==> src/uce_params.svh <==
// named offsets, reset values, field positions and mode codes
// assumes inclusion by the bench and the design modules
`ifndef UCE_PARAMS_SVH
`define UCE_PARAMS_SVH

// =====================================================================
// register offsets (vendor request address)
`define UCE_OFS_ENABLE   12'h000
`define UCE_OFS_FLOW     12'h006
`define UCE_OFS_RESUME   12'h007
`define UCE_OFS_SUSPEND  12'h008
`define UCE_OFS_ERR      12'h009
`define UCE_OFS_LINK     12'h262

// =====================================================================
// reset values
`define UCE_RST_ENABLE   2'h0
`define UCE_RST_FLOW     4'h0
`define UCE_RST_RESUME   8'h11
`define UCE_RST_SUSPEND  8'h13
`define UCE_RST_LINK     16'h0000
`define UCE_RST_ERR      4'h0

// =====================================================================
// field positions
`define UCE_EN_TX_BIT    0
`define UCE_EN_RX_BIT    1
`define UCE_FLOW_HDX_BIT 3
`define UCE_ERR_BRK_NOW  7
`define UCE_ERR_OVR_BIT  6
`define UCE_ERR_PAR_BIT  5
`define UCE_ERR_FRM_BIT  4
`define UCE_ERR_BRK_BIT  3
`define UCE_CHAR_ADR_BIT 8

// =====================================================================
// flow mode codes
`define UCE_MODE_NONE    3'h0
`define UCE_MODE_HW      3'h1
`define UCE_MODE_SW      3'h2
`define UCE_MODE_MD_RX   3'h3
`define UCE_MODE_MD_ALL  3'h4

`endif

==> src/uce_pkg.sv <==
// types shared by the uart control and error-status modules
// assumes uce_params.svh on the include path
package uce_pkg;

  // =====================================================================
  // vendor control request and received character carriers
  typedef struct packed {
    logic        valid;
    logic        write;
    logic        link;
    logic [11:0] addr;
    logic [15:0] wdata;
  } uce_req_type;

  typedef struct packed {
    logic       valid;
    logic [8:0] data;
    logic       parity_err;
    logic       frame_err;
  } uce_rx_char_type;

  // =====================================================================
  // state encodings
  typedef enum logic [1:0] {
    TXG_RUN  = 2'b01,
    TXG_HELD = 2'b10
  } uce_txgate_type;

  typedef enum logic [1:0] {
    ADR_OFF = 2'b01,
    ADR_ON  = 2'b10
  } uce_adr_type;

endpackage

==> src/uce_ctrl.sv <==
// uart control, flow mode, flow character and error status registers
// assumes requests and receiver events arrive on the core clock domain
`timescale 1ns/1ps
`include "uce_params.svh"

module uce_ctrl
  import uce_pkg::*;
(
  input  wire logic            i_core_clk,
  input  wire logic            i_rst,
  input  wire uce_req_type     i_req,
  output logic                 o_rsp_valid,
  output logic [15:0]          o_rsp_rdata,
  input  wire uce_rx_char_type i_rx,
  input  wire logic            i_rx_break,
  input  wire logic            i_rx_fifo_full,
  input  wire logic            i_tx_busy,
  output logic                 o_tx_en,
  output logic                 o_rx_en,
  output logic                 o_half_duplex,
  output logic                 o_hw_flow_en,
  output logic                 o_tx_allow,
  output logic                 o_rx_push,
  output logic [8:0]           o_rx_data,
  output logic [15:0]          o_link_state
);

  // =====================================================================
  // helpers
  // nine-bit characters never match: the stored bit 8 is taken as zero
  function automatic logic char_match(input logic [8:0] ch, input logic [7:0] ref_chr);
    char_match = (ch == {1'b0, ref_chr});
  endfunction

  function automatic logic reg_hit(input uce_req_type rq, input logic [11:0] ofs);
    reg_hit = rq.valid && !rq.link && (rq.addr == ofs);
  endfunction

  // =====================================================================
  // register state
  logic [1:0]  enable_q,  enable_d;
  logic [3:0]  flow_q,    flow_d;
  logic [7:0]  resume_q,  resume_d;
  logic [7:0]  suspend_q, suspend_d;
  logic [15:0] link_q,    link_d;
  logic        rsp_valid_q, rsp_valid_d;
  logic [15:0] rsp_rdata_q, rsp_rdata_d;
  logic [3:0]  err_flags;
  logic        err_clear;

  always_comb begin
    enable_d  = enable_q;
    flow_d    = flow_q;
    resume_d  = resume_q;
    suspend_d = suspend_q;
    link_d    = link_q;
    if (i_req.valid && i_req.write) begin
      // reserved bits are dropped, so they always read back zero
      if (i_req.link) begin
        if (i_req.addr == `UCE_OFS_LINK) begin
          link_d = i_req.wdata;
        end
      end else if (i_req.addr == `UCE_OFS_ENABLE) begin
        enable_d = i_req.wdata[1:0];
      end else if (i_req.addr == `UCE_OFS_FLOW) begin
        // no interlock against enabled uart; outcome is software's concern
        flow_d = i_req.wdata[3:0];
      end else if (i_req.addr == `UCE_OFS_RESUME) begin
        resume_d = i_req.wdata[7:0];
      end else if (i_req.addr == `UCE_OFS_SUSPEND) begin
        suspend_d = i_req.wdata[7:0];
      end
    end
  end

  always_ff @(posedge i_core_clk) begin
    if (i_rst) begin
      enable_q  <= `UCE_RST_ENABLE;
      flow_q    <= `UCE_RST_FLOW;
      resume_q  <= `UCE_RST_RESUME;
      suspend_q <= `UCE_RST_SUSPEND;
      link_q    <= `UCE_RST_LINK;
    end else begin
      enable_q  <= enable_d;
      flow_q    <= flow_d;
      resume_q  <= resume_d;
      suspend_q <= suspend_d;
      link_q    <= link_d;
    end
  end

  // =====================================================================
  // read answer, one cycle after the request
  always_comb begin
    rsp_valid_d = i_req.valid;
    rsp_rdata_d = 16'h0000;
    err_clear   = 1'b0;
    if (i_req.valid && !i_req.write) begin
      if (i_req.link) begin
        if (i_req.addr == `UCE_OFS_LINK) begin
          rsp_rdata_d = link_q;
        end
      end else if (i_req.addr == `UCE_OFS_ENABLE) begin
        rsp_rdata_d[1:0] = enable_q;
      end else if (i_req.addr == `UCE_OFS_FLOW) begin
        rsp_rdata_d[3:0] = flow_q;
      end else if (i_req.addr == `UCE_OFS_RESUME) begin
        rsp_rdata_d[7:0] = resume_q;
      end else if (i_req.addr == `UCE_OFS_SUSPEND) begin
        rsp_rdata_d[7:0] = suspend_q;
      end else if (i_req.addr == `UCE_OFS_ERR) begin
        rsp_rdata_d[`UCE_ERR_BRK_NOW] = i_rx_break;
        rsp_rdata_d[`UCE_ERR_OVR_BIT] = err_flags[3];
        rsp_rdata_d[`UCE_ERR_PAR_BIT] = err_flags[2];
        rsp_rdata_d[`UCE_ERR_FRM_BIT] = err_flags[1];
        rsp_rdata_d[`UCE_ERR_BRK_BIT] = err_flags[0];
        err_clear = 1'b1;
      end
    end
  end

  always_ff @(posedge i_core_clk) begin
    if (i_rst) begin
      rsp_valid_q <= 1'b0;
      rsp_rdata_q <= 16'h0000;
    end else begin
      rsp_valid_q <= rsp_valid_d;
      rsp_rdata_q <= rsp_rdata_d;
    end
  end

  // =====================================================================
  // receive path: blanking, flow characters, address matching
  logic [2:0]     mode;
  logic           rx_live;
  logic           is_adr;
  logic           adr_hit;
  logic           md_mode;
  logic           sw_mode;
  logic           is_flow_chr;
  logic           want_push;
  uce_txgate_type txg_q, txg_d;
  uce_adr_type    adr_q, adr_d;
  logic           push_q, push_d;
  logic [8:0]     rxd_q, rxd_d;
  logic           tx_allow_q, tx_allow_d;

  always_comb begin
    mode    = flow_q[2:0];
    sw_mode = (mode == `UCE_MODE_SW);
    md_mode = (mode == `UCE_MODE_MD_RX) || (mode == `UCE_MODE_MD_ALL);
    // half duplex: anything heard while sending is our own echo
    rx_live = enable_q[`UCE_EN_RX_BIT] && i_rx.valid &&
              !(flow_q[`UCE_FLOW_HDX_BIT] && i_tx_busy);
    is_adr  = md_mode && i_rx.data[`UCE_CHAR_ADR_BIT];
    adr_hit = (i_rx.data[7:0] == resume_q) ||
              (i_rx.data[7:0] == suspend_q);
    is_flow_chr = sw_mode && (char_match(i_rx.data, resume_q) ||
                              char_match(i_rx.data, suspend_q));
    txg_d = txg_q;
    adr_d = adr_q;
    if (!sw_mode) begin
      txg_d = TXG_RUN;
    end else if (rx_live) begin
      case (txg_q)
        TXG_RUN: begin
          if (char_match(i_rx.data, suspend_q)) begin
            txg_d = TXG_HELD;
          end
        end
        TXG_HELD: begin
          if (char_match(i_rx.data, resume_q)) begin
            txg_d = TXG_RUN;
          end
        end
        default: begin
          txg_d = TXG_RUN;
        end
      endcase
    end
    if (!md_mode) begin
      adr_d = ADR_OFF;
    end else if (rx_live && is_adr) begin
      case (adr_q)
        ADR_OFF: begin
          adr_d = adr_hit ? ADR_ON : ADR_OFF;
        end
        ADR_ON: begin
          adr_d = adr_hit ? ADR_ON : ADR_OFF;
        end
        default: begin
          adr_d = ADR_OFF;
        end
      endcase
    end
    // flow and address characters are consumed, never stored
    want_push = rx_live && !is_flow_chr && !is_adr &&
                (!md_mode || (adr_q == ADR_ON));
    push_d = want_push && !i_rx_fifo_full;
    rxd_d  = want_push ? i_rx.data : rxd_q;
    tx_allow_d = enable_q[`UCE_EN_TX_BIT] && (txg_d == TXG_RUN) &&
                 ((mode != `UCE_MODE_MD_ALL) || (adr_d == ADR_ON));
  end

  always_ff @(posedge i_core_clk) begin
    if (i_rst) begin
      txg_q      <= TXG_RUN;
      adr_q      <= ADR_OFF;
      push_q     <= 1'b0;
      rxd_q      <= 9'h000;
      tx_allow_q <= 1'b0;
    end else begin
      txg_q      <= txg_d;
      adr_q      <= adr_d;
      push_q     <= push_d;
      rxd_q      <= rxd_d;
      tx_allow_q <= tx_allow_d;
    end
  end

  // =====================================================================
  // error accumulation
  uce_err_flags u_err (
    .i_core_clk (i_core_clk),
    .i_rst      (i_rst),
    .i_ovr_evt  (want_push && i_rx_fifo_full),
    .i_par_evt  (rx_live && i_rx.parity_err),
    .i_frm_evt  (rx_live && i_rx.frame_err),
    .i_brk_now  (i_rx_break),
    .i_clear    (err_clear),
    .o_flags    (err_flags)
  );

  // =====================================================================
  // outputs
  assign o_rsp_valid   = rsp_valid_q;
  assign o_rsp_rdata   = rsp_rdata_q;
  assign o_tx_en       = enable_q[`UCE_EN_TX_BIT];
  assign o_rx_en       = enable_q[`UCE_EN_RX_BIT];
  assign o_half_duplex = flow_q[`UCE_FLOW_HDX_BIT];
  // the handshake pair itself is picked by the pin mode logic outside
  assign o_hw_flow_en  = (flow_q[2:0] == `UCE_MODE_HW);
  assign o_tx_allow    = tx_allow_q;
  assign o_rx_push     = push_q;
  assign o_rx_data     = rxd_q;
  assign o_link_state  = link_q;
endmodule

==> src/uce_err_flags.sv <==
// sticky receive error flags, cleared by a read of the status register
// assumes event inputs are single-cycle pulses on the core clock
`timescale 1ns/1ps
`include "uce_params.svh"

module uce_err_flags
  import uce_pkg::*;
(
  input  wire logic       i_core_clk,
  input  wire logic       i_rst,
  input  wire logic       i_ovr_evt,
  input  wire logic       i_par_evt,
  input  wire logic       i_frm_evt,
  input  wire logic       i_brk_now,
  input  wire logic       i_clear,
  output logic [3:0]      o_flags
);

  // order: overrun, parity, framing, break
  logic [3:0] flags_q;
  logic [3:0] flags_d;
  logic [3:0] evt;

  // =====================================================================
  // accumulate; a same-cycle event survives the read clear
  always_comb begin
    evt     = {i_ovr_evt, i_par_evt, i_frm_evt, i_brk_now};
    flags_d = (flags_q & ~{4{i_clear}}) | evt;
  end

  always_ff @(posedge i_core_clk) begin
    if (i_rst) begin
      flags_q <= `UCE_RST_ERR;
    end else begin
      flags_q <= flags_d;
    end
  end

  assign o_flags = flags_q;
endmodule

==> config.mk <==
export PLATFORM = sky130hd
export DESIGN_NAME = uce_ctrl
export DESIGN_NICKNAME = d
export VERILOG_FILES = /design/src/uce_pkg.sv /design/src/uce_ctrl.sv /design/src/uce_err_flags.sv
export VERILOG_INCLUDE_DIRS = /design/src
export SDC_FILE = /design/constraint.sdc
export NUM_CORES = 1
export LEC_CHECK = 0
export BUFFER_PORTS_ARGS = -buffer_cell sky130_fd_sc_hd__clkbuf_2
export CELL_PAD_IN_SITES_DETAIL_PLACEMENT = 1
export CELL_PAD_IN_SITES_GLOBAL_PLACEMENT = 1
export CORE_ASPECT_RATIO = 0.75
export CORE_MARGIN = 5
export CORE_UTILIZATION = 25
export DETAILED_ROUTE_END_ITERATION = 6
export PLACE_DENSITY_LB_ADDON = 0.1
export SLEW_MARGIN = 15
export SYNTH_ARGS = -nofsm -noshare
export SYNTH_HDL_FRONTEND = slang
export SYNTH_SLANG_ARGS = --single-unit
==> constraint.sdc <==
create_clock -name i_core_clk -period 4 [get_ports i_core_clk]
set_input_delay 0.4 -clock i_core_clk [delete_from_list [all_inputs] [get_ports i_core_clk]]
set_output_delay 0.4 -clock i_core_clk [all_outputs]
set_load 0.02 [all_outputs]
==> impl_metrics.csv, run 1 <==
group,metric,value,unit
outcome,status,"completed",
routing,via_count,2946,
routing,first_pass_iters,5,
hold_path,hold_path.class,"input port to flop",
timing,max_freq,451.7,MHz
cts,clk_pin_slew,0.06,ns
timing,period_needed,2.214,ns
placement,dp.cells,622,
floorplan,initial_core_util,25.33,%
finish,diodes,0,
finish,fillers,1562,
timing,setup_violations,0,
finish,instances_no_fill,636,
floorplan,die_height,108.9,µm
pwr,p_leak,1.727,nW
placement,post-dp-hpwl,8.201,mm
pwr,p_seq_share,44.4,%
synth,async_flop_share,0,%
global_routing,grt_pass1_vias,3103,
synth,yosysWarningCount,0,
cts,cts.sinks,74,
global_routing,grt_pass1_wl,16.69,mm
worst_setup_path,start_kind,"input port",
worst_setup_path,crit_chain,"clkbuf_2, or4_4, nor4b_4, and2b_2, and2b_2, mux2i_1, nor2_1",
pwr,p_int,0.001324,W
worst_setup_path,crit_top_cell,"and2b_2",
worst_setup_path,end_kind,"flop",
global_routing,overflow,0,
cts,root_buffer,"clkbuf_16",
worst_setup_path,crit_required,4.18,ns
synth,synth_area,3263,µm²
global_routing,antenna_found_initial,0,
finish,drive_above_1_share,25.38,%
routing,drc,0,
synth,synth_nets,419,
synth,synth_cell_type_count,45,
routing,vias_per_cell,4.632,
finish,final_cell_mix,"95 x clkbuf_2, 74 x dfxtp_1, 73 x nand2_1, 37 x nor2_1, 28 x mux2i_1",
finish,post-route-util,32.68,%
synth,synth_area_leaders,"dfxtp_1 45%, mux2i_1 8.6%, nand2_1 8.4%",
pwr,power.switching,0.0003421,W
worst_setup_path,worst_path_dominant_cell_family,"simple AND/OR/NAND/NOR gates",
finish,syn_to_final_growth,29.03,%
timing,post-route-period-util,55.35,%
synth,syn_area_per_cell,8.867,µm²
timing,slew_headroom,30.65,%
cts,cts_resized,0,
routing,wire_per_inst,16.63,µm
synth,synth_edf_count,0,
synth,ys_seq_area_share,45.40,%
worst_setup_path,critPathArrivalTime,2.39,ns
worst_setup_path,critPathSlowestCell,"or4_4",
worst_setup_path,critPathMaxStageDelay,0.58,ns
routing,wl,10.58,mm
pwr,p_sw_share,20.54,%
synth,synth_top_area_share,45.40,%
cts,cts_setup_buffers,0,
pwr,p_total,0.001666,W
synth,synth_top_cell_by_area,"dfxtp_1",
worst_setup_path,crit_type,"input port to flop",
synth,synth_flop_cell,"dfxtp_1",
cts,htree_levels,3,
pwr,clkPwrFrac,50.9,%
routing,drt_iter0_drc,164,
timing,skew,0.005411,ns
worst_setup_path,critPathMaxFanout,8,
timing,hold_slack,0.2571,ns
floorplan,die_x,141.9,µm
placement,gp_congestion,0.7497,
timing,tightest_slew,1.035,ns
timing,finalSetupTns,0,ns
pwr,p_comb_share,4.8,%
run,drv_cap,0,
pwr,ir_drop,0.0001834,V
synth,syn_inst,368,
finish,layout_commonest_cell,"clkbuf_2",
cts,ctsHoldBuffers,0,
floorplan,dieArea,15460,µm²
global_routing,grt_start_max_net_pins,43,
synth,synth_seq_cells,74,
routing,antenna_left,0,
worst_setup_path,critical_path.n_buffers_inverters,1,
timing,drv_slew,0,
pwr,p_per_area,395.7,nW/µm²
floorplan,io_pins,96,
global_routing,grt_use_total,13.86,%
cts,tritoncts,"done",
placement,port_buffers,95,
cts,cts-buffers-inserted,9,
cts,clock_path_buffers,2,
floorplan,core_area,12880,µm²
timing,hold_violations,0,
cts,clkLatencyLatePin,0.33,ns
floorplan,rows,36,
timing,rsz0062_at_grt,"no",
finish,final_nets,513,
-- cell usage after synthesis, types with 3 or more instances --
cell type / instances
dfxtp_1: 74
nand2_1: 73
nor2_1: 37
mux2i_1: 28
a21oi_1: 26
o21ai_0: 14
and2_1: 13
clkbuf_1: 11
xnor2_1: 10
a22oi_1: 7
xor2_1: 6
nand4_1: 5
nor2b_1: 5
nor3b_1: 5
a221o_1: 4
inv_1: 4
nand3_1: 4
a221oi_1: 3
ha_1: 3
nand4b_1: 3
nor4_1: 3
-- metal layers --
metal	track usage (%)	up-vias	part of all wire, %
met3	3.639	2	3.8
met4	3.699	0	0.35
met1	19.61	1421	51
li1	-	1464	-
met2	20.91	59	45
met5	0	-	0
-- worst paths after layout --
kind	startpoint	end	slack, ns	depth (start not counted)
max reg2reg	resume_q[5]	u_err.o_flags[3]	1.81	6
min	i_rx_fifo_full	o_rx_push	0.26	2
min reg2reg	o_rx_data[2]	o_rx_data[2]	0.45	2
max	i_req[27]	suspend_q[5]	1.79	7
-- logic make-up (layout without fill, tap and decap cells) --
group	Yosys count	count (layout)	share of synthesized area (%)
AND/OR/NAND/NOR	167	167	26.27
flip-flops	74	74	45.40
AO/OA/AOI/OAI	62	62	11.96
multiplexers	28	28	8.589
buffers and inverters	18	115	2.339
XOR/XNOR	16	16	4.294
adder cells (fa/ha/maj)	3	3	1.150
-- registers in the layout, summed over array words and instances (netlist names) --
name / cells
o_link_state: 16
o_rsp_rdata: 16
o_rx_data: 9
resume_q: 8
suspend_q: 8
flow_q: 4
u_err.o_flags: 4
adr_q: 2
enable_q: 2
txg_q: 2
o_rsp_valid: 1
o_rx_push: 1
o_tx_allow: 1
-- per-stage QoR --
step | setup WS, ns | area, µm²
floorplan | 1.807 | 3263
global route | 1.596 | 4210
finish | 1.786 | 4210
detailed placement | 1.442 | 3902
CTS | 1.753 | 4210
global placement | 1.502 | 3902
-- power groups by stage --
stage          clock network [W]  logic (W)  registers (W)
2_1_floorplan                  0  0.0000306       0.000756
3_3_place_gp                   0  0.0000812       0.000755
3_5_place_dp                   0  0.0000811       0.000755
4_1_cts                 0.000876  0.0000815       0.000739
5_1_grt                 0.000902  0.0000887       0.000739
6_report                0.000847  0.0000795       0.000739
-- final cells by class --
class	instances	area (µm²)	share of cell area, %
Timing Repair Buffer	96	483.0	11.47
Tap cell	171	214.0	5.082
Sequential cell	74	1481	35.19
Inverter	5	18.77	0.4458
Clock inverter	3	65.06	1.545
Clock buffer	11	242.7	5.765
Multi-Input combinational cell	276	1705	40.51
(Power assumes the default switching activity.)
==> inputs of run 2 (changes only) <==
==> constraint.sdc (replaced) <==
create_clock -name i_core_clk -period 1.8 [get_ports i_core_clk]
set_input_delay 0.18 -clock i_core_clk [delete_from_list [all_inputs] [get_ports i_core_clk]]
set_output_delay 0.18 -clock i_core_clk [all_outputs]
set_load 0.02 [all_outputs]
==> impl_metrics.csv, run 2 (same netlist as run 1, synthesis figures left out) <==
group,metric,value,unit
pwr,p_int,0.003058,W
global_routing,grt_start_max_net_pins,24,
worst_setup_path,crit_chain,"xor2_2, nor4_2, and4_1, nor2_1, o31a_1, buf_6, mux2i_2",
routing,vias_per_cell,4.669,
cts,clk_pin_slew,0.06,ns
worst_setup_path,end_kind,"flop",
worst_setup_path,critPathArrivalTime,2.18,ns
timing,post-route-period-util,107.1,%
cts,tritoncts,"done",
hold_path,hp-start,"i_rx_fifo_full",
worst_setup_path,ff2ff_path_depth,7,
timing,timing.final.ws_setup,-0.1272,ns
cts,clkLatencyLatePin,0.33,ns
pwr,ir_drop,0.0005606,V
cts,htree_levels,3,
worst_setup_path,critPathSlowestCell,"o31a_1",
finish,final_cell_mix,"95 x clkbuf_2, 72 x nand2_1, 72 x dfxtp_1, 59 x buf_4, 37 x nor2_1",
cts,cts.sinks,74,
cts,ctsHoldBuffers,0,
worst_setup_path,crit_required,2.05,ns
placement,port_buffers,95,
global_routing,overflow,0,
timing,hold_slack,0.03858,ns
finish,final_area,4777,µm²
pwr,clkPwrFrac,52.1,%
global_routing,grt_pass1_vias,3430,
pwr,p_comb_share,5.6,%
routing,wire_per_inst,16.65,µm
timing,tightest_slew,0.4148,ns
routing,drc,0,
placement,gp_congestion,0.7733,
floorplan,core_area,12880,µm²
cts,cts-buffers-inserted,9,
timing,slew_headroom,72.35,%
cts,root_buffer,"clkbuf_16",
pwr,p_sw_share,21.24,%
global_routing,grt_pass1_wl,18.33,mm
timing,drv_slew,0,
worst_setup_path,critPathMaxFanout,7,
placement,dpl_cell_area,4330,µm²
cts,clock_path_buffers,2,
outcome,violations,"negative setup slack",
floorplan,die_height,108.9,µm
floorplan,initial_core_util,25.33,%
floorplan,io_pins,96,
floorplan,rows,36,
finish,layout_commonest_cell,"clkbuf_2",
outcome,status,"complete, but fails checks",
routing,wl,11.62,mm
timing,period_needed,1.927,ns
timing,hold_violations,0,
timing,skew,0.006050,ns
timing,max_freq,518.9,MHz
hold_path,hold_path.class,"input port to flop",
routing,antenna_left,0,
placement,post-dp-hpwl,9.225,mm
hold_path,whs_endpoint,"o_rx_push",
worst_setup_path,r2r_setup_slack,-0.13,ns
finish,diodes,0,
worst_setup_path,r2r_end,"o_rx_data[3]",
pwr,p_per_area,812.8,nW/µm²
routing,first_pass_iters,4,
finish,syn_to_final_growth,46.40,%
floorplan,dieArea,15460,µm²
finish,drive_above_1_share,37.00,%
hold_path,hold_depth,2,
worst_setup_path,critPathMaxStageDelay,0.39,ns
global_routing,antenna_found_initial,0,
run,drv_cap,0,
floorplan,die_x,141.9,µm
pwr,power.switching,0.0008247,W
timing,setup_violations,12,
worst_setup_path,r2r-start,"resume_q[5]",
routing,drt_iter0_drc,142,
finish,final_nets,573,
worst_setup_path,crit_type,"flop to flop",
pwr,p_seq_share,42.3,%
global_routing,grt_use_total,15.33,%
placement,pre_cts_ws,-0.2606,ns
worst_setup_path,start_kind,"flop",
routing,via_count,3259,
pwr,p_leak,2.065,nW
timing,rsz0062_at_grt,"yes",
run 2: cell types whose count changed in the layout (fill, tap and decap cells not counted), sizes merged:
| cell | before | now |
|---|---|---|
| clkinvlp | 0 | 1 |
| buf | 1 | 61 |
| clkbuf | 106 | 107 |
run 2: repair_timing:
item,in CTS,in global routing
pin swaps,4,10
buffers inserted,3,3
cloned,0,0
gates resized for setup,5,12
setup endpoints to repair,13,22
run 2: through the flow:
step                      total power (W)  instances  util, %  TNS, ns
after global routing             0.004017        698    37.08   -2.111
after floorplan                  0.001747        368        -   -1.342
final                            0.003883        698    37.08  -0.8938
after CTS                        0.003933        696    36.60  -0.9077
after global placement           0.001891        677    33.62   -5.761
after detailed placement         0.001892        677    33.62   -6.711
run 2: final cells by class:
cell class	instances	area, µm²
Clock inverter	4	72.57
Clock buffer	12	266.5
Multi-Input combinational cell	276	1772
Sequential cell	74	1484
Fill cell	1571	8105
Inverter	5	18.77
Timing Repair Buffer	156	949.7
Tap cell	171	214.0
run 2: layer usage:
metal / wire length, µm / part of all wire [%] / track usage (%) / vias to the layer above
met2: 5120 / 44 / 23.38 / 84
met5: 0 / 0 / 0 / -
met3: 648 / 5.6 / 3.726 / 9
met4: 127 / 1.1 / 4.315 / 0
met1: 5728 / 49 / 21.59 / 1582
li1: - / - / - / 1584
run 2: worst max-delay path by stage:
stage / from / cells past startpoint / endpoint / slack, ns
after floorplan: i_req[27] / 7 / suspend_q[0] / -0.17
after global placement: i_req[27] / 8 / flow_q[2] / -0.26
after detailed placement: i_req[27] / 9 / enable_q[1] / -0.26
after CTS: resume_q[0] / 7 / o_rx_data[3] / -0.14
after global routing: resume_q[5] / 7 / o_rx_data[3] / -0.23
final: resume_q[5] / 7 / o_rx_data[3] / -0.13
run 2: worst max-delay path: cells and delay by family (launching register included):
| kind | cells | cell delay [ns] |
|---|---|---|
| AND/OR/NAND/NOR | 3 | 0.61 |
| AO/OA/AOI/OAI | 1 | 0.39 |
| flip-flops | 1 | 0.33 |
| multiplexers | 1 | 0.19 |
| buffers and inverters | 1 | 0.18 |
| XOR/XNOR | 1 | 0.14 |
run 2: power groups by stage:
stage	sequential [W]	clock, W	combinational, W
after floorplan	0.00168	0	0.0000681
after global placement	0.00168	0	0.000212
final	0.00164	0.00202	0.000218
after detailed placement	0.00168	0	0.000214
after CTS	0.00164	0.00207	0.000219
after global routing	0.00164	0.00214	0.000239
